==> src/verilog/move_exec_pkg.sv <==
/*
 Constants and types for the move and bank-literal execute block.
 Assumes the core delivers 16-bit instruction words and a four-phase cycle.
*/
// Function
// - Top bits 011 decode file-to-periph move
// - Any source byte written to destination 00h-1Eh
// - Bank literal goes to bank select low nibble
// - Bank select upper nibble keeps its value
// - Bank load recognised by upper byte 1011 1000
// - Phases: decode, read, process, write
package move_exec_pkg;
  // ****************************************************************
  // Encodings
  // ****************************************************************
  localparam logic [2:0] OP_MOVE_TOP  = 3'h3;
  localparam logic [7:0] OP_BANK_HI   = 8'hB8;
  localparam int         OP_TOP_MSB   = 15;
  localparam int         OP_TOP_LSB   = 13;
  localparam int         DST_MSB      = 12;
  localparam int         DST_LSB      = 8;
  localparam int         SRC_MSB      = 7;
  localparam int         SRC_LSB      = 0;
  localparam int         LIT_MSB      = 3;
  localparam int         LIT_LSB      = 0;
  localparam int         OPC_HI_MSB   = 15;
  localparam int         OPC_HI_LSB   = 8;
  localparam int         BANK_UP_MSB  = 7;
  localparam int         BANK_UP_LSB  = 4;
  localparam logic [4:0] DST_MAX      = 5'h1E;
  localparam logic [7:0] BANK_RESET   = 8'h00;

  // ****************************************************************
  // Phase type
  // ****************************************************************
  typedef enum logic [1:0] {
    PH_Q1 = 2'b00,
    PH_Q2 = 2'b01,
    PH_Q3 = 2'b11,
    PH_Q4 = 2'b10
  } phase_e;
endpackage : move_exec_pkg

==> src/verilog/move_decode_if.sv <==
/*
 Decoded instruction fields carried from decoder to executor.
 Assumes one clock domain.
*/
`timescale 1ns/1ps
interface move_decode_if;
  logic       is_move;
  logic       is_bank;
  logic [4:0] dst;
  logic [7:0] src;
  logic [3:0] lit;
  modport dec (output is_move, is_bank, dst, src, lit);
  modport exe (input is_move, is_bank, dst, src, lit);
endinterface : move_decode_if

==> src/verilog/move_decoder.sv <==
/*
 Combinational decoder for the two instructions.
 Assumes the instruction word is stable through the cycle.
*/
`timescale 1ns/1ps
module move_decoder
  import move_exec_pkg::*;
(
  // Instruction
  input  wire logic [15:0] instr_in,
  // Decoded fields
  move_decode_if.dec       dec
);
  // ****************************************************************
  // Field extraction
  // ****************************************************************
  // Destinations above 1Eh are not legal, so reject them here
  assign dec.is_move = (instr_in[OP_TOP_MSB:OP_TOP_LSB] == OP_MOVE_TOP)
                     && (instr_in[DST_MSB:DST_LSB] <= DST_MAX);
  assign dec.is_bank = (instr_in[OPC_HI_MSB:OPC_HI_LSB] == OP_BANK_HI);
  assign dec.dst     = instr_in[DST_MSB:DST_LSB];
  assign dec.src     = instr_in[SRC_MSB:SRC_LSB];
  assign dec.lit     = instr_in[LIT_MSB:LIT_LSB];
endmodule : move_decoder

==> src/verilog/move_exec.sv <==
/*
 Execute logic for the file-to-periph move and bank-literal load.
 Assumes the core gives one instruction word per four-phase cycle and a
 data memory with registered read data valid one clock after address.
 The upper nibble of the bank select register has no writer in this
 block; other instructions of the core own it.
*/
`timescale 1ns/1ps
module move_exec
  import move_exec_pkg::*;
(
  // Clock and reset
  input  wire logic        clk_in,
  input  wire logic        rst_n_in,
  input  wire logic        ce_in,
  // Instruction fetch
  input  wire logic [15:0] instr_in,
  input  wire logic        instr_valid_in,
  // Data memory
  input  wire logic [7:0]  rd_data_in,
  output logic      [7:0]  rd_addr_out,
  output logic             rd_en_out,
  output logic      [7:0]  wr_addr_out,
  output logic      [7:0]  wr_data_out,
  output logic             wr_en_out,
  // Bank select
  output logic      [7:0]  bank_select_reg_out,
  output logic             busy_out
);
  import move_exec_pkg::*;

  // Decoded view of the latched word
  move_decode_if dif();
  phase_e        phase;
  phase_e        next_phase;
  logic [15:0]   instr;
  logic          active;
  logic          take_now;
  logic          do_read;
  logic          do_write;
  logic          do_bank;
  logic [7:0]    next_bank;

  // Decoder looks only at the held word, never at the fetch bus
  move_decoder u_dec (
    .instr_in (instr),
    .dec      (dif)
  );

  // ****************************************************************
  // Phase sequencing
  // ****************************************************************
  // One instruction cycle is four phases, then back to Q1
  always_comb begin
    case (phase)
      PH_Q1:   next_phase = active ? PH_Q2 : PH_Q1;
      PH_Q2:   next_phase = PH_Q3;
      PH_Q3:   next_phase = PH_Q4;
      PH_Q4:   next_phase = PH_Q1;
      default: next_phase = PH_Q1;
    endcase
  end

  // Take only from an idle Q1 so a word never lands mid-cycle
  assign take_now = (phase == PH_Q1) && !active && instr_valid_in;

  // Latch instruction at Q1; held so decode stays stable all cycle
  always_ff @(posedge clk_in) begin
    if (!rst_n_in) begin
      phase  <= PH_Q1;
      instr  <= 16'h0000;
      active <= 1'b0;
    end else if (ce_in) begin
      phase <= next_phase;
      if (take_now) begin
        instr  <= instr_in;
        active <= 1'b1;
      end else if (phase == PH_Q4) begin
        active <= 1'b0;
      end
    end
  end

  // ****************************************************************
  // Data path
  // ****************************************************************
  // Read strobe only for a legal move; refused words still burn the slot
  assign do_read   = active && (phase == PH_Q1) && dif.is_move;
  // Write strobe set at the Q3 edge so it stands through Q4
  assign do_write  = active && (phase == PH_Q3) && dif.is_move;
  // Bank literal lands on the Q4 edge
  assign do_bank   = active && (phase == PH_Q4) && dif.is_bank;
  // Upper nibble fed back so only the literal bits can move
  assign next_bank = {bank_select_reg_out[BANK_UP_MSB:BANK_UP_LSB], dif.lit};

  // Strobes last one clock; busy trails the internal active flag by one
  always_ff @(posedge clk_in) begin
    if (!rst_n_in) begin
      rd_en_out <= 1'b0;
      wr_en_out <= 1'b0;
      busy_out  <= 1'b0;
    end else if (ce_in) begin
      rd_en_out <= do_read;
      wr_en_out <= do_write;
      busy_out  <= active;
    end
  end

  // Source may be any of the 256 locations, so no range test here
  always_ff @(posedge clk_in) begin
    if (!rst_n_in) begin
      rd_addr_out <= 8'h00;
    end else if (ce_in && do_read) begin
      rd_addr_out <= dif.src;
    end
  end

  // Memory data must be valid by the Q3 edge; no capture register, so
  // the move costs no extra clock
  always_ff @(posedge clk_in) begin
    if (!rst_n_in) begin
      wr_addr_out <= 8'h00;
      wr_data_out <= 8'h00;
    end else if (ce_in && do_write) begin
      wr_addr_out <= {3'h0, dif.dst};
      wr_data_out <= rd_data_in;
    end
  end

  // Bank select only; neither instruction has any status flag to touch
  always_ff @(posedge clk_in) begin
    if (!rst_n_in) begin
      bank_select_reg_out <= BANK_RESET;
    end else if (ce_in && do_bank) begin
      bank_select_reg_out <= next_bank;
    end
  end

  // ****************************************************************
  // Checks
  // ****************************************************************
  // All checks on the core clock; reset aborts any attempt in flight
  // Literal reaches the low nibble on the Q4 edge
  property p_bank_low;
    @(posedge clk_in) disable iff (!rst_n_in)
      (ce_in && active && phase == PH_Q4 && dif.is_bank)
        |=> bank_select_reg_out[3:0] == $past(dif.lit);
  endproperty
  a_bank_low: assert property (p_bank_low) else $error("bank low wrong");

  // Upper nibble never moves while this block runs
  property p_bank_hi;
    @(posedge clk_in) disable iff (!rst_n_in)
      ce_in |=> bank_select_reg_out[7:4] == $past(bank_select_reg_out[7:4]);
  endproperty
  a_bank_hi: assert property (p_bank_hi) else $error("bank high changed");

  // Writes only reach the low peripheral locations
  property p_wr_range;
    @(posedge clk_in) disable iff (!rst_n_in)
      wr_en_out |-> wr_addr_out <= {3'h0, DST_MAX};
  endproperty
  a_wr_range: assert property (p_wr_range) else $error("dest out of range");

  // Q4 always wraps back to Q1
  property p_cycle;
    @(posedge clk_in) disable iff (!rst_n_in)
      (ce_in && phase == PH_Q4) |=> phase == PH_Q1;
  endproperty
  a_cycle: assert property (p_cycle) else $error("cycle not four phases");

  // Read and write never share a phase
  property p_order;
    @(posedge clk_in) disable iff (!rst_n_in)
      rd_en_out |-> !wr_en_out;
  endproperty
  a_order: assert property (p_order) else $error("read and write overlap");

  // Read strobe stands only in the read phase
  property p_rd_phase;
    @(posedge clk_in) disable iff (!rst_n_in)
      rd_en_out |-> phase == PH_Q2;
  endproperty
  a_rd_phase: assert property (p_rd_phase) else $error("read outside Q2");

  // Write strobe stands only in the write phase
  property p_wr_phase;
    @(posedge clk_in) disable iff (!rst_n_in)
      wr_en_out |-> phase == PH_Q4;
  endproperty
  a_wr_phase: assert property (p_wr_phase) else $error("write outside Q4");

  // Read address is the source field of the held word
  property p_rd_src;
    @(posedge clk_in) disable iff (!rst_n_in)
      rd_en_out |-> rd_addr_out == dif.src;
  endproperty
  a_rd_src: assert property (p_rd_src) else $error("read address not source");

  // Bank register only changes on a bank load
  property p_bank_quiet;
    @(posedge clk_in) disable iff (!rst_n_in)
      !(ce_in && do_bank) |=> $stable(bank_select_reg_out);
  endproperty
  a_bank_quiet: assert property (p_bank_quiet) else $error("bank changed idle");

  // A low enable holds the phase where it is
  property p_freeze;
    @(posedge clk_in) disable iff (!rst_n_in)
      !ce_in |=> $stable(phase);
  endproperty
  a_freeze: assert property (p_freeze) else $error("phase moved while frozen");

  // Refused words never start a read
  property p_refused;
    @(posedge clk_in) disable iff (!rst_n_in)
      (active && phase == PH_Q1 && !dif.is_move) |=> !rd_en_out;
  endproperty
  a_refused: assert property (p_refused) else $error("refused word read");

  // A write only happens inside a busy instruction slot
  property p_wr_busy;
    @(posedge clk_in) disable iff (!rst_n_in)
      wr_en_out |-> busy_out;
  endproperty
  a_wr_busy: assert property (p_wr_busy) else $error("write outside slot");
endmodule : move_exec

==> config.mk <==
export PLATFORM = sky130hd
export DESIGN_NAME = move_exec
export DESIGN_NICKNAME = d
export VERILOG_FILES = /design/src/verilog/move_exec_pkg.sv /design/src/verilog/move_decode_if.sv /design/src/verilog/move_decoder.sv /design/src/verilog/move_exec.sv
export SDC_FILE = /design/constraint.sdc
export NUM_CORES = 1
export LEC_CHECK = 0
export BUFFER_PORTS_ARGS = -buffer_cell sky130_fd_sc_hd__buf_4
export CORE_AREA = 4 4 68 70
export DETAILED_ROUTE_END_ITERATION = 12
export DIE_AREA = 0 0 72 74
export HOLD_SLACK_MARGIN = 0.03
export PLACE_DENSITY = 0.78
export SETUP_SLACK_MARGIN = 0.5
export SKIP_LAST_GASP = 1
export SYNTH_ARGS = -nofsm -noshare
export SYNTH_HDL_FRONTEND = slang
export SYNTH_SLANG_ARGS = --single-unit
==> constraint.sdc <==
create_clock -name clk_in -period 1.7 [get_ports clk_in]
set_clock_uncertainty 0.15 [all_clocks]
set_input_delay 0 -clock clk_in [delete_from_list [all_inputs] [get_ports clk_in]]
set_output_delay 0 -clock clk_in [all_outputs]
set_load 0.03 [all_outputs]
# Yosys cells after proc, flatten, opt, wreduce, memory -nomap -nowiden
# Cells that the tools add are included.
[totals]
ff_bits = 47
inputBits = 28
output_inout_bits = 35
[classes]
order_cmp = 1
eq_ne = 5
muxes = 4
reduce_logical = 17
[op_table]
columns = ["cell", "n"]
rows = [
  ["$logic_and A1 B1 Y1", 12],
  ["$eq A8 B8 Y1 const B", 1],
  ["$pmux W2 S4", 1],
  ["$le A5 B5 Y1 const B", 1],
  ["$eq A2 B2 Y1 const B", 2],
  ["$reduce_and A2 Y1", 2],
  ["$eq A3 B2 Y1 const B", 1],
  ["$mux W1", 3],
  ["$eq A2 B1 Y1 const B", 1],
  ["$logic_not A2 Y1", 1],
  ["$reduce_bool A2 Y1", 1],
  ["$logic_not A1 Y1", 1],
]

# Depth between registers and ports, before layout
# Gate-level depths: netlist of run 1.
[depth]
depth_word = 5
mapped_depth = 7
ltp_nobuf = 4

# By module
# A second synthesis of run 1 with hierarchy kept.
[unflattened]
hier_cells = 239
area_unflattened_um2 = 2147.1
[by_module_without_submodules]
columns = ["mod", "instances", "cells_each", "area_each_um2", "seq_area_each_um2"]
rows = [
  ["move_exec", 1, 216, 1973.1, 940.9],
  ["move_decoder", 1, 23, 173.9, 0.0],
]

# Worst setup path after synthesis of run 1
# Ideal clock, no wire load.
[synth_timing]
kind = "register to register"
from = "register instr[10]"
to = "register wr_addr_out[4]"
arrival_time_ps = 1322
required_ps = 1478
setup_slack_ps = 156
stages_incl_launch_ff = 6
n_path_buf = 1
synth_period_minus_slack_ps = 1544
path_cell_list = "dfxtp_1 > nand3_1 > nor2_1 > nor4_4 > buf_6 > mux2i_1"
[synth_via]
elab_chain_cells = 4
[synth_lines]
columns = ["item", "line_no", "source"]
rows = [
  ["start: declaration", "move_exec.sv:36", "logic [15:0] instr;"],
  ["start signal: assignment", "move_exec.sv:76", "instr <= instr_in;"],
  ["$le A5 B5 Y1", "move_decoder.sv:19", "&& (instr_in[DST_MSB:DST_LSB] <= DST_MAX);"],
  ["$logic_and A1 B1 Y1", "move_decoder.sv:19", ""],
  ["$logic_and A1 B1 Y1", "move_exec.sv:90", "assign do_write = active && (phase == PH_Q3) && dif.is_move;"],
  ["$logic_and A1 B1 Y1", "move_exec.sv:124", "end else if (ce_in && do_write) begin"],
  ["end signal: assignment", "move_exec.sv:125", "wr_addr_out <= {3'h0, dif.dst};"],
  ["end: declaration", "move_exec.sv:23", "output logic [7:0] wr_addr_out,"],
]
# Every way passes these cells.
# A chain may end at the register's enable or synchronous reset.

# Final worst setup path of run 1
[layout_timing]
from = "register phase[0]"
to = "register instr[11]"
[layout_via]
elab_chain_cells = 4
[layout_lines]
columns = ["item", "line_no", "source"]
rows = [
  ["start: declaration", "move_exec.sv:34", "phase_e phase;"],
  ["start signal: assignment", "move_exec.sv:74", "phase <= next_phase;"],
  ["$logic_not A2 Y1", "move_exec.sv:65", "assign take_now = (phase == PH_Q1) && !active && instr_valid_in;"],
  ["$logic_and A1 B1 Y1 (2 in a row)", "move_exec.sv:65", ""],
  ["$reduce_and A2 Y1 (no source line)", "n/a", ""],
]
# Every way passes these cells.

==> summary.txt, run 1 <==
CTS
  • CTS tree: done
  • Longest Clk Path Bufs: 2
  • Worst skew pair latency: 0.30 ns
  • Root cell of the clock tree: clkbuf_8
  • # H-tree levels: 2
  • CTS Sinks: 47
  • Clock transition at path regs: roughly 0.090 ns
  • CTS Hold Bufs: 24
  • Num CTS Buffers: 5

Finish
  • Proportion of layout cells with a drive suffix above 1: about 33%
  • Commonest non-fill, non-tap cell in the layout: nand2_1
  • Area grow syn2layout: 49.4%
  • Fin cells: 357
  • Commonest cells after routing, fill and taps aside: 82 x nand2_1, 66 x buf_4, 36 x dfxtp_1
  • N_diodes: 0
  • Nets: 334

Timing
  • Fin worst setup slack: approximately 0.17 ns
  • F_max: 0.652 GHz
  • RSZ-0062 raised after global routing: yes
  • Measured slew at the worst slew-check pin: 0.582 ns
  • Period utilisation layout: 90.3%
  • Final setup TNS: 0 ns
  • Max_slew headroom: 61.2%
  • Final Hold Viols: 5
  • Crit path time final: 1.53 ns
  • Max Slew Vio Count: 0
  • Final setup vio count: 0
  • Final hold slack: -0.0876 ns

Min path
  • Hold Path Class: input port to register

Critical path
  • Top delay family on crit path: simple AND/OR/NAND/NOR gates
  • CP Launch Type: register
  • CP max FO: 16
  • CP Data Required Time: about 1.7 ns
  • Crit path kind: register to register
  • Worst stage delay on the critical path: between 0.3 and 0.4 ns
  • CP bufs+invs: 1
  • Critical Path, Cell by Cell: nand3b_1 -> or3_1 -> buf_6 -> nand2_1 -> a21boi_0
  • Crit. End Element: register
  • Worst Path Arrival: 1.57 ns
  • Slowest-stage cell, CP: dfxtp_4

Global route
  • Initial antenna violation count: 0
  • Largest net degree at the start of global routing: 69
  • GRT Total Usage: 17.6%
  • Remaining Overflow, GRT: 0
  • First-pass GRT wire length: 7310 um
  • Vias in the first global route: roughly 1600

Synth
  • Synth Cell Area: between 1500 and 2000 sq um
  • Register bit count reported by yosys: 47
  • Synth cell types: 25
  • Cell count after synthesis: 218
  • Syn Area/Cell: approximately 9 sq um
  • Synth Flop Type: dfxtp_1
  • Post-synth ARST share: 0%
  • Post-synthesis sequential area ratio: 48.5%
  • Synth warnings: 0
  • EDFF count, synth: 0

Route
  • Post-DR vias/cell: around 4.9
  • Post-DRT Antenna Nets: 0
  • Via count: between 1500 and 2000
  • DRC: 0
  • Wirelength per Cell: ~14 um
  • Total iterations of the first detailed-routing run: 4
  • First DRT Iteration DRCs: 75
  • Routed wire length: approximately 4800 um

Power and ir drop
  • Flop pwr share: 56.4%
  • Peak VDD IR: between 400 and 500 uV
  • Power share of the clock group: 31.7%
  • Power density cells: 701 nW/um^2
  • Net Sw Frac: between 20% and 30%
  • Cell Int Power: 1.53 mW
  • Combinational share of power: 11.9%
  • Static Leak: 1.20 nW
  • Switching power: about 500 uW

Outcome
  • Failing checks: negative hold slack
  • Outcome: complete, but fails checks

Die
  • Die area: 5330 sq um
  • Ports: 63
  • Initial core utilization: 48.9%
  • Cell Rows: 23
  • Die Y: 74 um
  • Die width: 72 um
  • Core ar.: 3970 sq um

Place
  • Port bufs: between 50 and 60
  • Placer congestion estimate: between 0.7 and 0.8
  • Setup Slack @ Placement: ~0.13 ns
  • Dpl cells: between 300 and 400
  • Detailed Place HPWL: between 2000 and 3000 um

Run
  • Max-capacitance violation count: 0
-- power groups by stage --
stage,Combinational (mW),Sequential [mW],Clock (mW)
floorplan,0.124,1.17,0
global placement,0.174,1.17,0
detailed placement,0.176,1.17,0
CTS,0.227,1.14,0.656
global route,0.263,1.15,0.704
finish,0.242,1.15,0.645
-- worst min-delay path, cell delays in order --
cell and delay (ns):
buf_4 0.15, nand2_1 0.07, nand2_1 0.07, nor2_1 0.04
-- state kept, by name (all words and copies together), names as in the netlist --
signal,cells
busy_out,1
wr_data_out,8
rd_en_out,1
instr,16
active,1
rd_addr_out,8
phase,2
wr_addr_out,5
bank_select_reg_out,4
wr_en_out,1
-- synth_stat cells (all sizes together), types with 2 or more instances --
cell type | instances | area (sq um)
buf | 11 | 81.3
nand2b | 2 | 12.5
nor2b | 2 | 12.5
nor4 | 3 | 48.8
nand3 | 2 | 10.0
mux2i | 26 | 260
nand2 | 85 | 322
a21boi | 18 | 135
dfxtp | 47 | 941
nor2 | 2 | 7.51
clkbuf | 8 | 30.0
a21oi | 2 | 10.0
nand3b | 3 | 22.5
-- kinds of logic after synthesis --
logic type,Yosys count,synth area share [%]
simple gates,102,23.7
flops,47,48.5
mux,26,13.4
compound gates,22,8.31
buf+inv,20,5.93
other cells,1,0.193
-- worst paths after layout --
path                          from                     endpoint  slack (ns)  depth (start not counted)
max          phase[0]$_SDFFE_PN0P_       instr[11]$_SDFFE_PN0P_        0.17                          5
min                          ce_in        phase[0]$_SDFFE_PN0P_       -0.09                          4
min reg2reg  instr[5]$_SDFFE_PN0P_  rd_addr_out[5]$_SDFFE_PN0P_        0.31                          2
max reg2reg  phase[0]$_SDFFE_PN0P_       instr[11]$_SDFFE_PN0P_        0.17                          5
-- stage by stage --
step | power, mW | hold slack, ns | utilization [%] | instance area, sq um
6_report | 2.03 | -0.0876 | 73.1 | 2900
5_1_grt | 2.12 | -0.0587 | 73.1 | 2900
3_5_place_dp | 1.35 | 0.110 | 60.0 | 2380
4_1_cts | 2.03 | -0.135 | 69.9 | 2780
2_1_floorplan | 1.29 | -0.0183 | - | 1990
3_3_place_gp | 1.34 | 0.106 | 60.0 | 2380
-- area by class of cell --
| cell class | count | area, sq um |
|---|---|---|
| tap | 50 | 62.6 |
| fill | 298 | 1070 |
| clock inverter | 3 | 15.0 |
| timing repair buffer | 93 | 792 |
| clock buffer | 5 | 68.8 |
| sequential | 47 | 970 |
| inverter | 1 | 3.75 |
| multi-input combinational | 158 | 990 |
-- metal layers --
| layer | share of wire [%] | wire, um | up-vias | GRT usage, % |
|---|---|---|---|---|
| li1 | - | - | 877 | - |
| met1 | 41 | 1960 | 794 | 21.4 |
| met2 | 50 | 2410 | 55 | 29.4 |
| met3 | 6.3 | 303 | 14 | 3.65 |
| met4 | 3.1 | 148 | 0 | 9.60 |
| met5 | 0 | 0 | - | 0 |
-- timing repair --
| action | in CTS | in global routing |
|---|---|---|
| gates cloned | 1 | 1 |
| pin swaps | 0 | 5 |
| setup buffers | 4 | 5 |
| resized for setup | 7 | 20 |
| setup endpoints to repair | 43 | 43 |
| hold endpoints to repair | 30 | 6 |
Power figures use the tool's default switching activity.
==> run 2, diff against run 1 <==
--- a/config.mk
+++ b/config.mk
@@ -6,9 +6,9 @@
 export NUM_CORES = 1
 export LEC_CHECK = 0
 export BUFFER_PORTS_ARGS = -buffer_cell sky130_fd_sc_hd__buf_4
-export CORE_AREA = 4 4 68 70
+export CORE_AREA = 2 2 66 68
 export DETAILED_ROUTE_END_ITERATION = 12
-export DIE_AREA = 0 0 72 74
+export DIE_AREA = 0 0 68 70
 export HOLD_SLACK_MARGIN = 0.03
 export PLACE_DENSITY = 0.78
 export SETUP_SLACK_MARGIN = 0.5
==> constraint.sdc (replaced) <==
create_clock -name clk_in -period 1.7 [get_ports clk_in]
set_clock_uncertainty 0.15 [all_clocks]
set_input_delay 0.085 -clock clk_in [delete_from_list [all_inputs] [get_ports clk_in]]
set_output_delay 0.085 -clock clk_in [all_outputs]
set_load 0.03 [all_outputs]
==> run 2 against run 1 <==
Compared with the run above:
- the flow now finishes without violations
- count of clock-buffer cells in the layout up 3
- clock power up 14%
- setup slack worse by 0.0033 ns
- flip-flop and latch count unchanged
- register-to-register slack about the same
- global-route usage up 2.4 points
- utilization down 3.6 points
- largest cell class unchanged
- highest routed layer unchanged
==> summary.txt, run 2 (synthesis results as in run 1) <==
Outcome
  • Outcome: finished, final reports clean (was complete, but fails checks)

Die
  • Die width: 68 um (was 72 um)
  • Die area: 4760 sq um (was 5330 sq um)
  • Ports: 63 (unchanged)
  • Initial core utilization: 46.9% (was 48.9%)
  • Cell Rows: 24 (was 23)
  • Die Y: 70 um (was 74 um)
  • Core ar.: 4140 sq um (was 3970 sq um)

Timing
  • Crit path time final: 1.54 ns (was 1.53 ns)
  • Max Slew Vio Count: 0 (unchanged)
  • Max_slew headroom: 60.4% (was 61.2%)
  • Final hold slack: 0.0207 ns (was -0.0876 ns)
  • Final setup vio count: 0 (unchanged)
  • Period utilisation layout: 90.5% (was 90.3%)
  • Final Hold Viols: 0 (was 5)
  • F_max: 0.650 GHz (was 0.652 GHz)
  • Final setup TNS: 0 ns (unchanged)
  • Measured slew at the worst slew-check pin: 0.594 ns (was 0.582 ns)
  • RSZ-0062 raised after global routing: yes (unchanged)

Critical path
  • Crit. End Element: register (unchanged)
  • CP max FO: 5 (was 16)
  • FF-to-FF path depth: 6 (was 5)
  • Worst setup path endpoint: wr_data_out[7]$_SDFFE_PN0P_ (was instr[11]$_SDFFE_PN0P_)
  • Crit path depth: 6 (was 5)
  • CP bufs+invs: 2 (was 1)
  • Worst r2r src: instr[8]$_SDFFE_PN0P_ (was phase[0]$_SDFFE_PN0P_)
  • Top delay family on crit path: simple AND/OR/NAND/NOR gates (unchanged)
  • Worst stage delay on the critical path: 0.37 ns (was 0.38 ns)
  • Critical Path, Cell by Cell: nand3_2 -> nor2_4 -> nor4_4 -> buf_4 -> buf_6 -> mux2i_1 (was nand3b_1 -> or3_1 -> buf_6 -> nand2_1 -> a21boi_0)
  • Worst Path Arrival: 1.63 ns (was 1.57 ns)
  • CP Launch Type: register (unchanged)
  • Slowest-stage cell, CP: dfxtp_4 (unchanged)
  • CP Data Required Time: 1.79 ns (was 1.74 ns)
  • Worst setup startpoint: instr[8]$_SDFFE_PN0P_ (was phase[0]$_SDFFE_PN0P_)
  • RR Endpoint: wr_data_out[7]$_SDFFE_PN0P_ (was instr[11]$_SDFFE_PN0P_)
  • R2R Setup Slk: 0.16 ns (was 0.17 ns)
  • Crit path kind: register to register (unchanged)

Finish
  • Area grow syn2layout: 48.3% (was 49.4%)
  • Register area: 960 sq um (was 970 sq um)
  • Commonest cells after routing, fill and taps aside: 74 x nand2_1, 64 x buf_4, 40 x dfxtp_1 (was 82 x nand2_1, 66 x buf_4, 36 x dfxtp_1)
  • Commonest non-fill, non-tap cell in the layout: nand2_1 (unchanged)
  • Proportion of layout cells with a drive suffix above 1: 33.7% (was 32.9%)
  • # fillers: 334 (was 298)
  • Top reg by flops: instr (unchanged)
  • Area of the multi-input gates: 986 sq um (was 990 sq um)
  • Nets: 333 (was 334)
  • Max reg flops: 16 (unchanged)
  • Largest regs: instr: 16 flops, rd_addr_out: 8 flops, wr_data_out: 8 flops (unchanged)
  • N_diodes: 0 (unchanged)

Global route
  • Remaining Overflow, GRT: 0 (unchanged)
  • Vias in the first global route: 1625 (was 1612)
  • Initial antenna violation count: 0 (unchanged)
  • Largest net degree at the start of global routing: 69 (unchanged)
  • First-pass GRT wire length: 7170 um (was 7310 um)
  • GRT Total Usage: 20.0% (was 17.6%)

CTS
  • Num CTS Buffers: 5 (unchanged)
  • # H-tree levels: 2 (unchanged)
  • Clock transition at path regs: 0.08 ns (was 0.09 ns)
  • CTS tree: done (unchanged)
  • Root cell of the clock tree: clkbuf_8 (unchanged)
  • Longest Clk Path Bufs: 2 (unchanged)
  • CTS Sinks: 47 (unchanged)
  • Worst skew pair latency: 0.31 ns (was 0.30 ns)

Place
  • Detailed Place HPWL: 2700 um (was 2820 um)
  • Port bufs: 55 (unchanged)
  • Placer congestion estimate: 0.760 (was 0.768)

Route
  • Via count: 1756 (was 1740)
  • Total iterations of the first detailed-routing run: 4 (unchanged)
  • Post-DR vias/cell: 4.91 (was 4.87)
  • DRC: 0 (unchanged)
  • Post-DRT Antenna Nets: 0 (unchanged)
  • Routed wire length: 4720 um (was 4820 um)
  • Wirelength per Cell: 13.2 um (was 13.5 um)
  • First DRT Iteration DRCs: 62 (was 75)

Run
  • Max-capacitance violation count: 0 (unchanged)

Min path
  • Hold Path Class: input port to register (unchanged)

Power and ir drop
  • Peak VDD IR: 558 uV (was 493 uV)
  • Power density cells: 739 nW/um^2 (was 701 nW/um^2)
  • Static Leak: 1.20 nW (about the same)
==> run 2: cell types whose count changed in the layout (fill, tap and decap cells not counted), sizes merged <==
cell	delta
buf	-1
clkbuf	+2
clkinv	-3
dlygate4sd3	+1
o21ai	-1
or3	+1
==> run 2: worst min path at each step <==
| stage | startpoint | end | slack, ns | cells after the start |
|---|---|---|---|---|
| final | ce_in | busy_out$_SDFFE_PN0P_ | 0.02 | 3 |
| after global routing | ce_in | busy_out$_SDFFE_PN0P_ | 0.04 | 3 |
| after CTS | ce_in | busy_out$_SDFFE_PN0P_ | 0.008 | 3 |
| after detailed placement | instr_in[7] | instr[7]$_SDFFE_PN0P_ | 0.19 | 3 |
| after global placement | instr_in[6] | instr[6]$_SDFFE_PN0P_ | 0.19 | 3 |
| after floorplan | instr_in[14] | instr[14]$_SDFFE_PN0P_ | 0.07 | 2 |
==> run 2: repair_timing <==
item                       CTS  global route
setup endpoints to repair   43            43
gates resized for setup     13            17
buffers inserted             3             3
hold endpoints to repair    29             0
pin swaps                    1             5
gates cloned                 1             1
hold buffers                25             0
==> run 2: cell type report <==
class	instances	area share, %
multi-input cells	158	34.2
clock buffers	8	3.48
inverters	1	0.130
well taps	52	2.26
repair buffers	92	26.6
flip-flops and latches	47	33.3
==> run 2: through the flow <==
| stage | area, sq um | std cells | util [%] | total power [mW] | setup slack, ns |
|---|---|---|---|---|---|
| after floorplan | 1990 | 224 | - | 1.29 | 0.202 |
| after global placement | 2380 | 317 | 57.4 | 1.34 | 0.114 |
| after detailed placement | 2380 | 317 | 57.4 | 1.34 | 0.103 |
| after CTS | 2810 | 354 | 67.8 | 2.12 | 0.173 |
| after global routing | 2880 | 358 | 69.5 | 2.20 | 0.117 |
| final | 2880 | 358 | 69.5 | 2.13 | 0.162 |
==> run 2: power breakdown <==
part	internal [mW]	switching [mW]
clock	0.371	0.366
sequential	1.12	0.0224
combinational	0.128	0.119
total	1.62	0.507
==> run 2: worst reg2reg max path, stage by stage, from the launching register on <==
cell     delay, ns
dfxtp_4       0.37
nand3_2       0.14
nor2_4        0.07
nor4_4        0.28
buf_4         0.18
buf_6         0.12
mux2i_1       0.17
==> run 2: routing by layer <==
| layer | GRT usage, % | up-vias | routed length [um] |
|---|---|---|---|
| li1 | - | 872 | - |
| met1 | 23.0 | 816 | 1920 |
| met2 | 32.8 | 57 | 2400 |
| met3 | 6.28 | 11 | 264 |
| met4 | 9.78 | 0 | 127 |
| met5 | 0 | - | 0 |
==> run 3, diff against run 2 <==
--- a/config.mk
+++ b/config.mk
@@ -10,6 +10,7 @@
 export DETAILED_ROUTE_END_ITERATION = 12
 export DIE_AREA = 0 0 68 70
 export HOLD_SLACK_MARGIN = 0.03
+export MAX_ROUTING_LAYER = met4
 export PLACE_DENSITY = 0.78
 export SETUP_SLACK_MARGIN = 0.5
 export SKIP_LAST_GASP = 1
==> run 3 against run 2 <==
Compared with the run above:
- setup slack barely moved
- combinational power barely moved
- die area stayed put
- clock power about the same
- hold slack gained 0.0014 ns
- largest cell class unchanged
- sequential power hardly changed
==> summary.txt, run 3 (synthesis results as in run 1) <==
Outcome
  • Outcome: finished, final reports clean (unchanged)

Route
  • Post-DRT Antenna Nets: 0 (unchanged)
  • Routed wire length: 4700 um (was 4720 um)
  • DRC: 0 (unchanged)
  • Total iterations of the first detailed-routing run: 4 (unchanged)
  • Via count: 1747 (was 1756)
  • First DRT Iteration DRCs: 74 (was 62)
  • Wirelength per Cell: 13.1 um (was 13.2 um)
  • Post-DR vias/cell: 4.88 (was 4.91)

Power and ir drop
  • Peak VDD IR: 561 uV (was 558 uV)
  • Static Leak: 1.20 nW (about the same)
  • Total power: 2.13 mW (about the same)
  • Power density cells: 740 nW/um^2 (was 739 nW/um^2)

Timing
  • Crit path time final: 1.54 ns (about the same)
  • RSZ-0062 raised after global routing: yes (unchanged)
  • Max Slew Vio Count: 0 (unchanged)
  • F_max: 0.650 GHz (about the same)
  • Final setup TNS: 0 ns (unchanged)
  • Final setup vio count: 0 (unchanged)
  • Period utilisation layout: 90.5% (about the same)
  • Final Hold Viols: 0 (unchanged)
  • Max_slew headroom: 60.4% (about the same)
  • Measured slew at the worst slew-check pin: 0.594 ns (about the same)

Finish
  • Largest regs: instr: 16 flops, rd_addr_out: 8 flops, wr_data_out: 8 flops (unchanged)
  • Top reg by flops: instr (unchanged)
  • Nets: 333 (unchanged)
  • Area grow syn2layout: 48.1% (was 48.3%)
  • # fillers: 335 (was 334)
  • Commonest non-fill, non-tap cell in the layout: nand2_1 (unchanged)
  • Commonest cells after routing, fill and taps aside: 74 x nand2_1, 64 x buf_4, 40 x dfxtp_1 (unchanged)
  • Proportion of layout cells with a drive suffix above 1: 33.7% (unchanged)
  • Fin util: 69.4% (was 69.5%)
  • Max reg flops: 16 (unchanged)
  • N_diodes: 0 (unchanged)

Global route
  • Remaining Overflow, GRT: 0 (unchanged)
  • Vias in the first global route: 1626 (was 1625)
  • GRT Total Usage: 20.6% (was 20.0%)
  • Initial antenna violation count: 0 (unchanged)
  • First-pass GRT wire length: 7150 um (was 7170 um)
  • Largest net degree at the start of global routing: 69 (unchanged)

Critical path
  • CP Data Required Time: 1.79 ns (about the same)
  • Worst stage delay on the critical path: 0.36 ns (was 0.37 ns)
  • CP max FO: 5 (unchanged)
  • CP bufs+invs: 2 (unchanged)
  • Critical Path, Cell by Cell: nand3_2 -> nor2_4 -> nor4_4 -> buf_4 -> buf_6 -> mux2i_1 (unchanged)
  • CP Launch Type: register (unchanged)
  • Worst Path Arrival: 1.63 ns (about the same)
  • Top delay family on crit path: simple AND/OR/NAND/NOR gates (unchanged)
  • Slowest-stage cell, CP: dfxtp_2 (was dfxtp_4)
  • Crit. End Element: register (unchanged)
  • Crit path kind: register to register (unchanged)

CTS
  • # H-tree levels: 2 (unchanged)
  • Num CTS Buffers: 5 (unchanged)
  • Root cell of the clock tree: clkbuf_8 (unchanged)
  • Clock transition at path regs: 0.08 ns (about the same)
  • CTS Sinks: 47 (unchanged)
  • Longest Clk Path Bufs: 2 (unchanged)
  • Worst skew pair latency: 0.31 ns (about the same)
  • CTS tree: done (unchanged)

Min path
  • Hold Path Class: input port to register (unchanged)

Die
  • Core ar.: 4140 sq um (unchanged)
  • Die width: 68 um (unchanged)
  • Die area: 4760 sq um (unchanged)
  • Initial core utilization: 46.9% (unchanged)
  • Ports: 63 (unchanged)
  • Cell Rows: 24 (unchanged)
  • Die Y: 70 um (unchanged)

Place
  • Port bufs: 55 (unchanged)
  • Detailed Place HPWL: 2700 um (unchanged)
  • Placer congestion estimate: 0.770 (was 0.760)

Run
  • Max-capacitance violation count: 0 (unchanged)
==> run 3: cell counts in the layout (fill, tap and decap cells not counted) <==
No cell type changed its count.
==> run 3: power breakdown <==
| part | switching [mW] | internal, mW | total [mW] |
|---|---|---|---|
| sequential | 0.0221 | 1.12 | 1.14 |
| combinational | 0.119 | 0.128 | 0.247 |
| clock | 0.367 | 0.371 | 0.738 |
| total | 0.508 | 1.62 | 2.13 |
==> run 3: path summary, 6_finish.rpt <==
| path | from | endpoint | slack [ns] | cells past startpoint |
|---|---|---|---|---|
| setup / recovery | instr[8]$_SDFFE_PN0P_ | wr_data_out[7]$_SDFFE_PN0P_ | 0.16 | 6 |
| setup reg to reg | instr[8]$_SDFFE_PN0P_ | wr_data_out[7]$_SDFFE_PN0P_ | 0.16 | 6 |
| hold reg to reg | wr_addr_out[4]$_SDFFE_PN0P_ | wr_addr_out[4]$_SDFFE_PN0P_ | 0.31 | 2 |
| hold / removal | ce_in | busy_out$_SDFFE_PN0P_ | 0.02 | 3 |
==> run 3: cell type report <==
type                       count  area (sq um)  share of cell area, %
clock buffer                   8           100                   3.48
inverter                       1          3.75                  0.130
multi-input combinational    158           986                   34.3
tap                           52          65.1                   2.26
timing repair buffer          92           764                   26.6
sequential                    47           957                   33.3
==> run 3: through the flow <==
step | hold WS [ns] | setup WS, ns | instances | instance area [sq um]
2_1_floorplan | 0.0667 | 0.202 | 224 | 1990
3_3_place_gp | 0.193 | 0.114 | 317 | 2380
3_5_place_dp | 0.192 | 0.103 | 317 | 2380
4_1_cts | 0.00782 | 0.173 | 354 | 2810
5_1_grt | 0.0423 | 0.121 | 358 | 2880
6_report | 0.0221 | 0.162 | 358 | 2880
==> run 3: what timing repair did <==
item                                   4_1_cts  5_1_grt
hold buffers                                25        0
pin swaps                                    1        5
setup endpoints to repair                   43       43
resized for setup                           13       16
cloned                                       1        1
endpoints found under the hold margin       29        0
setup buffers                                3        3
==> run 3: tightest hold or removal path: stages <==
cell and delay (ns):
buf_4 0.14, nand2_2 0.12, a21boi_0 0.09
==> run 3: layer usage <==
metal | track usage, % | up-vias | part of all wire, %
met1 | 22.9 | 809 | 40
met4 | 9.78 | 0 | 2.7
met2 | 33.0 | 56 | 51
met3 | 6.12 | 11 | 5.7
li1 | - | 871 | -
met5 | - | - | 0
